$ cat src/hw/pcs_consts.svh
`ifndef PCS_CONSTS_SVH
`define PCS_CONSTS_SVH
`define PCS_OFF_CTRL 8'h00
`define PCS_OFF_TOTAL 8'h04
`define PCS_OFF_THR 8'h08
`define PCS_OFF_ACTIVE 8'h0c
`define PCS_OFF_CMD 8'h10
`define PCS_OFF_PSEL 8'h14
`define PCS_OFF_PTHR 8'h18
`define PCS_OFF_MASK 8'h1c
`define PCS_OFF_COUNT 8'h20
`define PCS_CTRL_MODE 0
`define PCS_CTRL_ADV_LSB 1
`define PCS_CTRL_RS_LSB 4
`define PCS_CTRL_EDGE_LSB 8
`define PCS_CTRL_INV 10
`define PCS_CTRL_WIN 12
`define PCS_CMD_RESTART 0
`define PCS_FEAT_ROI 2
`define PCS_RST_IDX 8'h01
`define PCS_RST_TOTAL 8'h01
`define PCS_RST_THR 16'h0001
`endif

$ cat src/hw/pcs_pkg.sv
package pcs_pkg;
	typedef enum logic [2:0] {
		PCS_ADV_NONE,
		PCS_ADV_FRAME_TRIG,
		PCS_ADV_COUNTER,
		PCS_ADV_FRAME_BEGIN,
		PCS_ADV_LINE
	} pcs_adv_t;
	typedef enum logic [2:0] {
		PCS_RS_FRAME_TRIG,
		PCS_RS_COUNTER,
		PCS_RS_TIMER,
		PCS_RS_ACQ_STOP,
		PCS_RS_SOFTWARE
	} pcs_rs_t;
	typedef enum logic [1:0] {
		PCS_EDGE_RISE,
		PCS_EDGE_FALL,
		PCS_EDGE_ANY
	} pcs_edge_t;
	typedef struct packed {
		logic win_sensor;
		logic line_invert;
		pcs_edge_t edge_sel;
		pcs_rs_t rst_src;
		pcs_adv_t adv_src;
		logic mode;
	} pcs_ctrl_t;
	typedef struct packed {
		logic line;
		logic acquisition_stop_event;
		logic timer_one_done;
		logic frame_begin_event;
		logic counter_one_done;
		logic accepted_frame_trigger;
	} pcs_events_t;
endpackage : pcs_pkg

$ cat src/hw/pcs_seq.sv
// Our own choices: the register addresses and the Wishbone register port.
`timescale 1ns/1ps
`include "pcs_consts.svh"
module pcs_seq #(
	parameter int MAX_PRESETS = 16,
	parameter int FEAT_W = 7,
	parameter bit SENSOR_ROI_CAPABLE = 1'b1
) (
	input wire logic clk_i,
	input wire logic rst_i,
	input wire logic ce_i,
	input wire logic cyc_i,
	input wire logic stb_i,
	input wire logic we_i,
	input wire logic [7:0] adr_i,
	input wire logic [3:0] sel_i,
	input wire logic [31:0] dat_i,
	output logic ack_o,
	output logic [31:0] dat_o,
	input wire pcs_pkg::pcs_events_t ev_i,
	output logic [7:0] active_preset_index_o,
	output logic sequencer_enabled_o,
	output logic preset_switch_o,
	output logic [FEAT_W-1:0] feature_update_o,
	output logic sensor_roi_cycle_o
);
	typedef struct packed {
		pcs_pkg::pcs_ctrl_t ctrl;
		logic [7:0] total;
		logic [15:0] thr;
		logic [7:0] psel;
		logic [FEAT_W-1:0] mask;
		logic [MAX_PRESETS-1:0][15:0] pthr;
		logic [7:0] idx;
		logic [15:0] cnt;
		logic line_prev;
		logic en_prev;
		logic ack;
		logic [31:0] rdat;
		logic sw;
		logic [FEAT_W-1:0] upd;
	} pcs_state_t;

	pcs_state_t s_ff;
	pcs_state_t nxt_s;
	logic req;
	logic [31:0] w;
	logic [31:0] r;
	logic line_now;
	logic edge_ok;
	logic ev_sel;
	logic rs_sel;
	logic cmd_wr;
	logic idx_wr;
	logic rst_hit;
	logic [7:0] pidx;
	logic [15:0] thr_eff;
	logic [16:0] cnt_inc;
	logic [FEAT_W-1:0] roi_excl;

	function automatic logic [31:0] pcs_merge(input logic [31:0] old,
		input logic [31:0] d, input logic [3:0] sel);
		logic [31:0] m;
		m = '0;
		for (int i = 0; i < 4; i++)
		begin
			m[i*8 +: 8] = sel[i] ? d[i*8 +: 8] : old[i*8 +: 8];
		end
		return m;
	endfunction : pcs_merge

	function automatic logic [7:0] pcs_clamp(input logic [7:0] v,
		input logic [7:0] hi);
		if (v == 8'h00)
			return 8'h01;
		else if (v > hi)
			return hi;
		return v;
	endfunction : pcs_clamp

	always_comb
	begin
		nxt_s = s_ff;
		nxt_s.sw = 1'b0;
		nxt_s.upd = '0;
		r = '0;
		w = '0;
		req = cyc_i & stb_i & ~s_ff.ack;
		nxt_s.ack = req;
		cmd_wr = 1'b0;
		idx_wr = 1'b0;
		roi_excl = '0;
		pidx = s_ff.idx - 8'h01;
		thr_eff = s_ff.thr;
		cnt_inc = {1'b0, s_ff.cnt} + 17'h00001;
		line_now = ev_i.line ^ s_ff.ctrl.line_invert;
		nxt_s.line_prev = line_now;
		unique case (s_ff.ctrl.edge_sel)
			pcs_pkg::PCS_EDGE_RISE: edge_ok = line_now & ~s_ff.line_prev;
			pcs_pkg::PCS_EDGE_FALL: edge_ok = ~line_now & s_ff.line_prev;
			default: edge_ok = line_now ^ s_ff.line_prev;
		endcase
		unique case (s_ff.ctrl.adv_src)
			pcs_pkg::PCS_ADV_FRAME_TRIG: ev_sel = ev_i.accepted_frame_trigger;
			pcs_pkg::PCS_ADV_COUNTER: ev_sel = ev_i.counter_one_done;
			pcs_pkg::PCS_ADV_FRAME_BEGIN: ev_sel = ev_i.frame_begin_event;
			pcs_pkg::PCS_ADV_LINE: ev_sel = edge_ok;
			default: ev_sel = 1'b0;
		endcase
		unique case (s_ff.ctrl.rst_src)
			pcs_pkg::PCS_RS_FRAME_TRIG: rs_sel = ev_i.accepted_frame_trigger;
			pcs_pkg::PCS_RS_COUNTER: rs_sel = ev_i.counter_one_done;
			pcs_pkg::PCS_RS_TIMER: rs_sel = ev_i.timer_one_done;
			pcs_pkg::PCS_RS_ACQ_STOP: rs_sel = ev_i.acquisition_stop_event;
			default: rs_sel = 1'b0;
		endcase
		// Register reads
		r[`PCS_CTRL_MODE] = s_ff.ctrl.mode;
		r[`PCS_CTRL_ADV_LSB +: 3] = s_ff.ctrl.adv_src;
		r[`PCS_CTRL_RS_LSB +: 3] = s_ff.ctrl.rst_src;
		r[`PCS_CTRL_EDGE_LSB +: 2] = s_ff.ctrl.edge_sel;
		r[`PCS_CTRL_INV] = s_ff.ctrl.line_invert;
		r[`PCS_CTRL_WIN] = s_ff.ctrl.win_sensor;
		if (req)
		begin
			unique case (adr_i)
				`PCS_OFF_CTRL: w = r;
				`PCS_OFF_TOTAL: w = {24'h0, s_ff.total};
				`PCS_OFF_THR: w = {16'h0, s_ff.thr};
				`PCS_OFF_ACTIVE: w = {24'h0, s_ff.idx};
				`PCS_OFF_PSEL: w = {24'h0, s_ff.psel};
				`PCS_OFF_PTHR:
					if (s_ff.psel < 8'(MAX_PRESETS))
						w = {16'h0, s_ff.pthr[s_ff.psel]};
				`PCS_OFF_MASK: w = 32'(s_ff.mask);
				`PCS_OFF_COUNT: w = {16'h0, s_ff.cnt};
				default: w = '0;
			endcase
			if (!we_i)
				nxt_s.rdat = w;
			w = pcs_merge(w, dat_i, sel_i);
		end
		// Register writes
		if (req && we_i)
		begin
			unique case (adr_i)
				`PCS_OFF_CTRL:
				begin
					nxt_s.ctrl.mode = w[`PCS_CTRL_MODE];
					nxt_s.ctrl.adv_src = pcs_pkg::pcs_adv_t'(
						w[`PCS_CTRL_ADV_LSB +: 3]);
					nxt_s.ctrl.rst_src = pcs_pkg::pcs_rs_t'(
						w[`PCS_CTRL_RS_LSB +: 3]);
					nxt_s.ctrl.edge_sel = pcs_pkg::pcs_edge_t'(
						w[`PCS_CTRL_EDGE_LSB +: 2]);
					nxt_s.ctrl.line_invert = w[`PCS_CTRL_INV];
					nxt_s.ctrl.win_sensor = w[`PCS_CTRL_WIN] &
						SENSOR_ROI_CAPABLE;
				end
				`PCS_OFF_TOTAL: nxt_s.total = pcs_clamp(w[7:0],
					8'(MAX_PRESETS));
				`PCS_OFF_THR: nxt_s.thr = w[15:0];
				`PCS_OFF_ACTIVE: idx_wr = 1'b1;
				`PCS_OFF_CMD: cmd_wr = w[`PCS_CMD_RESTART];
				`PCS_OFF_PSEL: nxt_s.psel = w[7:0];
				`PCS_OFF_PTHR:
					if (s_ff.psel < 8'(MAX_PRESETS))
						nxt_s.pthr[s_ff.psel] = w[15:0];
				`PCS_OFF_MASK: nxt_s.mask = w[FEAT_W-1:0];
				default: ;
			endcase
		end
		// Threshold of the preset in use
		if (pidx < 8'(MAX_PRESETS) && s_ff.pthr[pidx] != 16'h0000)
			thr_eff = s_ff.pthr[pidx];
		if (thr_eff == 16'h0000)
			thr_eff = 16'h0001;
		rst_hit = rs_sel | cmd_wr;
		// Sequencing
		if (s_ff.ctrl.mode)
		begin
			if (rst_hit)
			begin
				nxt_s.idx = 8'h01;
				nxt_s.cnt = 16'h0000;
			end
			else if (s_ff.ctrl.adv_src == pcs_pkg::PCS_ADV_NONE)
			begin
				if (idx_wr)
					nxt_s.idx = pcs_clamp(w[7:0], s_ff.total);
			end
			else if (ev_sel)
			begin
				if (cnt_inc >= {1'b0, thr_eff})
				begin
					nxt_s.cnt = 16'h0000;
					if (s_ff.idx >= s_ff.total)
						nxt_s.idx = 8'h01;
					else
						nxt_s.idx = s_ff.idx + 8'h01;
				end
				else
					nxt_s.cnt = cnt_inc[15:0];
			end
		end
		// Preset application
		nxt_s.en_prev = s_ff.ctrl.mode;
		nxt_s.sw = s_ff.ctrl.mode &
			((nxt_s.idx != s_ff.idx) | ~s_ff.en_prev);
		roi_excl[`PCS_FEAT_ROI] = s_ff.ctrl.win_sensor;
		if (nxt_s.sw)
			nxt_s.upd = s_ff.mask & ~roi_excl;
	end

	always_ff @(posedge clk_i)
	begin
		if (rst_i)
		begin
			s_ff <= '0;
			s_ff.idx <= `PCS_RST_IDX;
			s_ff.total <= `PCS_RST_TOTAL;
			s_ff.thr <= `PCS_RST_THR;
		end
		else if (ce_i)
			s_ff <= nxt_s;
	end

	assign ack_o = s_ff.ack;
	assign dat_o = s_ff.rdat;
	assign active_preset_index_o = s_ff.idx;
	assign sequencer_enabled_o = s_ff.ctrl.mode;
	assign preset_switch_o = s_ff.sw;
	assign feature_update_o = s_ff.upd;
	assign sensor_roi_cycle_o = s_ff.ctrl.win_sensor;
endmodule : pcs_seq

$ cat config.mk
export PLATFORM = sky130hd
export DESIGN_NAME = pcs_seq
export DESIGN_NICKNAME = d
export VERILOG_FILES = /design/src/hw/pcs_pkg.sv /design/src/hw/pcs_seq.sv
export VERILOG_INCLUDE_DIRS = /design/src /design/src/hw
export SDC_FILE = /design/constraint.sdc
export NUM_CORES = 1
export LEC_CHECK = 0
export BUFFER_PORTS_ARGS = -buffer_cell sky130_fd_sc_hd__buf_2
export CAP_MARGIN = 20
export CORE_MARGIN = 2
export CORE_UTILIZATION = 60
export CTS_BUF_LIST = sky130_fd_sc_hd__clkbuf_8
export DETAILED_ROUTE_END_ITERATION = 8
export HOLD_SLACK_MARGIN = 0.15
export PLACE_DENSITY_LB_ADDON = 0.12
export SLEW_MARGIN = 20
export SYNTH_ARGS = -nofsm -noshare
export SYNTH_HDL_FRONTEND = slang
export SYNTH_SLANG_ARGS = --single-unit
$ cat constraint.sdc
create_clock -name clk_i -period 9.47 [get_ports clk_i]
set_input_delay 0.947 -clock clk_i [delete_from_list [all_inputs] [get_ports clk_i]]
set_output_delay 0.947 -clock clk_i [all_outputs]
set_load 0.02 [all_outputs]
==> results.cfg <==
[synth]
netlist_area_mm2 = 0.0203
synth.distinct_cells = 88
ys.flop_type = dfxtp_1
synth_edf_count = 0
async_reset_ff_share_pct = 0
yosysSeqAreaShare_pct = 35.2
ys.warnings.count = 0
ys_ff_latch = 357
synth_cells = 2343
syn_area_per_cell_um2 = 8.67

[final_layout]
design_area_mm2 = 0.0219
final_cell_count_no_fill = 2802
final_common_cell = nand2_1
antenna_cells = 0
area_delta_synth_final_pct = 7.78
mostFrequentLayoutCells = nand2_1 (610), dfxtp_1 (352), a21oi_1 (336), nor2_1 (146), mux4_2 (145)
utilization_pct = 65.4
drive_above_1_share_pct = 16.9
fin_nets = 2406

[grt]
top_usage_layer = met2
grt_overflow = 0
grt_max_degree = 257
grtUsageMet3_pct = 9.90
grt_pass1_vias = 17901
grtUsageTotal_pct = 38.9
grt_util_met2_pct = 59.7
use_met1_pct = 51.0
antenna_found_initial = 1
grt_pass1_wl_mm = 105

[worst_setup_path]
ff2ff_path_depth = 25
required_ps = 10040
critPathKind = flip-flop to flip-flop
crit_arrival_ps = 8140
cp_max_fo = 31
r2r-end = feature_update_o[4]$_SDFFE_PP0P_
start_kind = flip-flop
r2r_slack_ps = 1900
end_kind = flip-flop
r2r_start = active_preset_index_o[0]$_SDFFE_PP1P_

[routing]
dr.first_iter.drc_count = 2266
drt_pre_antenna_iters = 9
route.detailed.drc = 0
vias = 18796
drt-total-wl_mm = 69.7
drtAntennaViolNets = 0
routedWlPerCell_um = 24.9
viasPerCell = 6.71

[worst_hold_path]
hp-start = dat_o[14]$_SDFFE_PP0P_
min_path_cells = 2
holdCritPathClass = flip-flop to flip-flop
holdPathEnd = dat_o[14]$_SDFFE_PP0P_

[floorplan]
chipWidth_um = 188
die_area_mm2 = 0.0353
die-height_um = 188
initial_core_util_pct = 60.7
io_pins = 107
core_area_mm2 = 0.0334
num_rows = 67

[cts]
clk_pin_slew_ps = 60
insertion_delay_ps = 680
htreeDepth = 2
cts_buffer_depth = 3
cts_setup_buffers = 0
cts_tree = done
cts_root_buf = clkbuf_8
cts.sinks = 357
cts_resized = 0
numCtsBuffers = 58
cts-hold-fix-buffers = 0

[timing]
slew_violations = 0
hold_viol = 0
setup_viol = 0
timing.fmax_mhz = 132
holdWs_ps = 449
setup_ws_ps = 1900
worst_pin_slew_ps = 1200
rsz0062_at_grt = no
skew_ps = 14.2
fin_crit_ps = 7570
fin_tns_setup_ps = 0
finalCritPeriodShare_pct = 79.9
max_slew_margin_pct = 19.4

[power_and_ir_drop]
clockPowerShare_pct = 46.7
power_frac_comb_pct = 4.0
power.leakage_nw = 7.65
power_mw = 3.05
swShare_pct = 24.7
powerDensity_mw_per_mm2 = 139
intPower_mw = 2.30
p_switching_uw = 755
p_seq_share_pct = 49.3
peakVddDrop_mv = 0.118

[run_status]
outcome = completed

[placement]
placed_area_mm2 = 0.0206
dp_slack_ps = 2070
dp_hpwl_mm = 45.5
port_buffers = 72
dpl.cell_count = 2699
place.gp.congestion = 0.938

[run]
drv_cap = 0
[worst max-delay path, stage by stage (launching register included)]
cell and delay (ps):
dfxtp_4 680, inv_1 240, ha_4 650, buf_4 460, mux4_2 550, mux4_2 530, or4_1 500, nor2_1 190
a31oi_2 120, buf_4 270, mux2i_1 290, o21ai_1 110, o21ai_1 140, ha_1 250, nor2b_1 110, o21ai_0 90
a31oi_1 190, o221ai_1 160, o21ai_1 160, buf_4 280, o31ai_1 170, and4_1 260, nor3_1 190, and4bb_1 300
nand4_4 180, a32o_1 310
[power groups by stage]
| stage | Combinational, mW | Clock [mW] | Sequential [mW] |
|---|---|---|---|
| final | 0.122 | 1.42 | 1.51 |
| after detailed placement | 0.118 | 0 | 1.54 |
| after CTS | 0.118 | 1.43 | 1.51 |
| after floorplan | 0.0874 | 0 | 1.54 |
| after global routing | 0.128 | 1.49 | 1.50 |
| after global placement | 0.117 | 0 | 1.54 |
[metal layers]
layer | vias up | wire, um
met2 | 1249 | 31300
met3 | 251 | 8090
met1 | 9072 | 26700
met4 | 2 | 3570
met5 | - | 12
li1 | 8222 | -
[cells in the mapped netlist, drive strengths merged (4+ instances only)]
library cell    n  area (um^2)
ha             37          463
xor2            6         52.6
nand4          11         83.8
inv            23         86.3
nor4            9         56.3
a32o            8         80.1
clkbuf        134          503
xnor2          12          105
o22a            4         35.0
a21boi          6         45.0
o211ai          5         42.5
mux2            9          105
nand2b         14         87.6
dfxtp         357         7150
nor2          146          548
or3             8         50.1
nand2         611         2290
buf            96          657
and2            4         25.0
mux4          155         3530
nor3b           5         37.5
o21ai          53          269
a22oi          11         82.6
nor2b          11         68.8
a21oi         337         1690
and3           12         75.1
mux2i          66          661
or4             8         63.8
o22ai           4         25.0
a21o            6         45.0
nor3           36          211
o31ai           5         37.5
a22o           16          140
a31oi           9         71.3
nand3          34          175
a211oi         11         82.6
[sequential cells by signal (all words and copies together) (netlist names)]
signal                 flops
s_ff                     313
dat_o                     16
r                          9
active_preset_index_o      8
feature_update_o           7
ack_o                      1
preset_switch_o            1
sensor_roi_cycle_o         1
sequencer_enabled_o        1
[layout make-up]
type                    instances  area (um^2)
clock buffers                  71          977
clock inverters                30          233
fillers                      2818        11600
inverters                      23         86.3
multi-input cells            1748        12000
flip-flops and latches        357         7160
well taps                     448          561
repair buffers                125          836
[kinds of logic (layout without fill, tap and decap cells)]
group                    count (synthesis)  count (layout)  synth area share, %
adder cells (fa/ha/maj)                 37              37                 2.28
buffers and inverters                  253             249                 6.14
flip-flops                             357             357                 35.2
AND/OR/NAND/NOR                        931             931                 19.6
multiplexers                           230             230                 21.1
AO/OA/AOI/OAI                          516             516                 14.9
XOR/XNOR                                18              18                0.776
other                                    1              16               0.0185
[worst max path at each step]
stage | endpoint | slack (ps) | from | cells after the start
after detailed placement | feature_update_o[4]$_SDFFE_PP0P_ | 2070 | active_preset_index_o[0]$_SDFFE_PP1P_ | 25
after CTS | feature_update_o[4]$_SDFFE_PP0P_ | 2050 | active_preset_index_o[0]$_SDFFE_PP1P_ | 25
final | feature_update_o[4]$_SDFFE_PP0P_ | 1900 | active_preset_index_o[0]$_SDFFE_PP1P_ | 25
after global placement | feature_update_o[2]$_SDFFE_PP0P_ | 2150 | active_preset_index_o[0]$_SDFFE_PP1P_ | 25
after global routing | feature_update_o[1]$_SDFFE_PP0P_ | 1510 | active_preset_index_o[0]$_SDFFE_PP1P_ | 25
after floorplan | feature_update_o[0]$_SDFFE_PP0P_ | 2040 | active_preset_index_o[0]$_SDFFE_PP1P_ | 30
No activity file was read; power rests on OpenSTA's default activity.
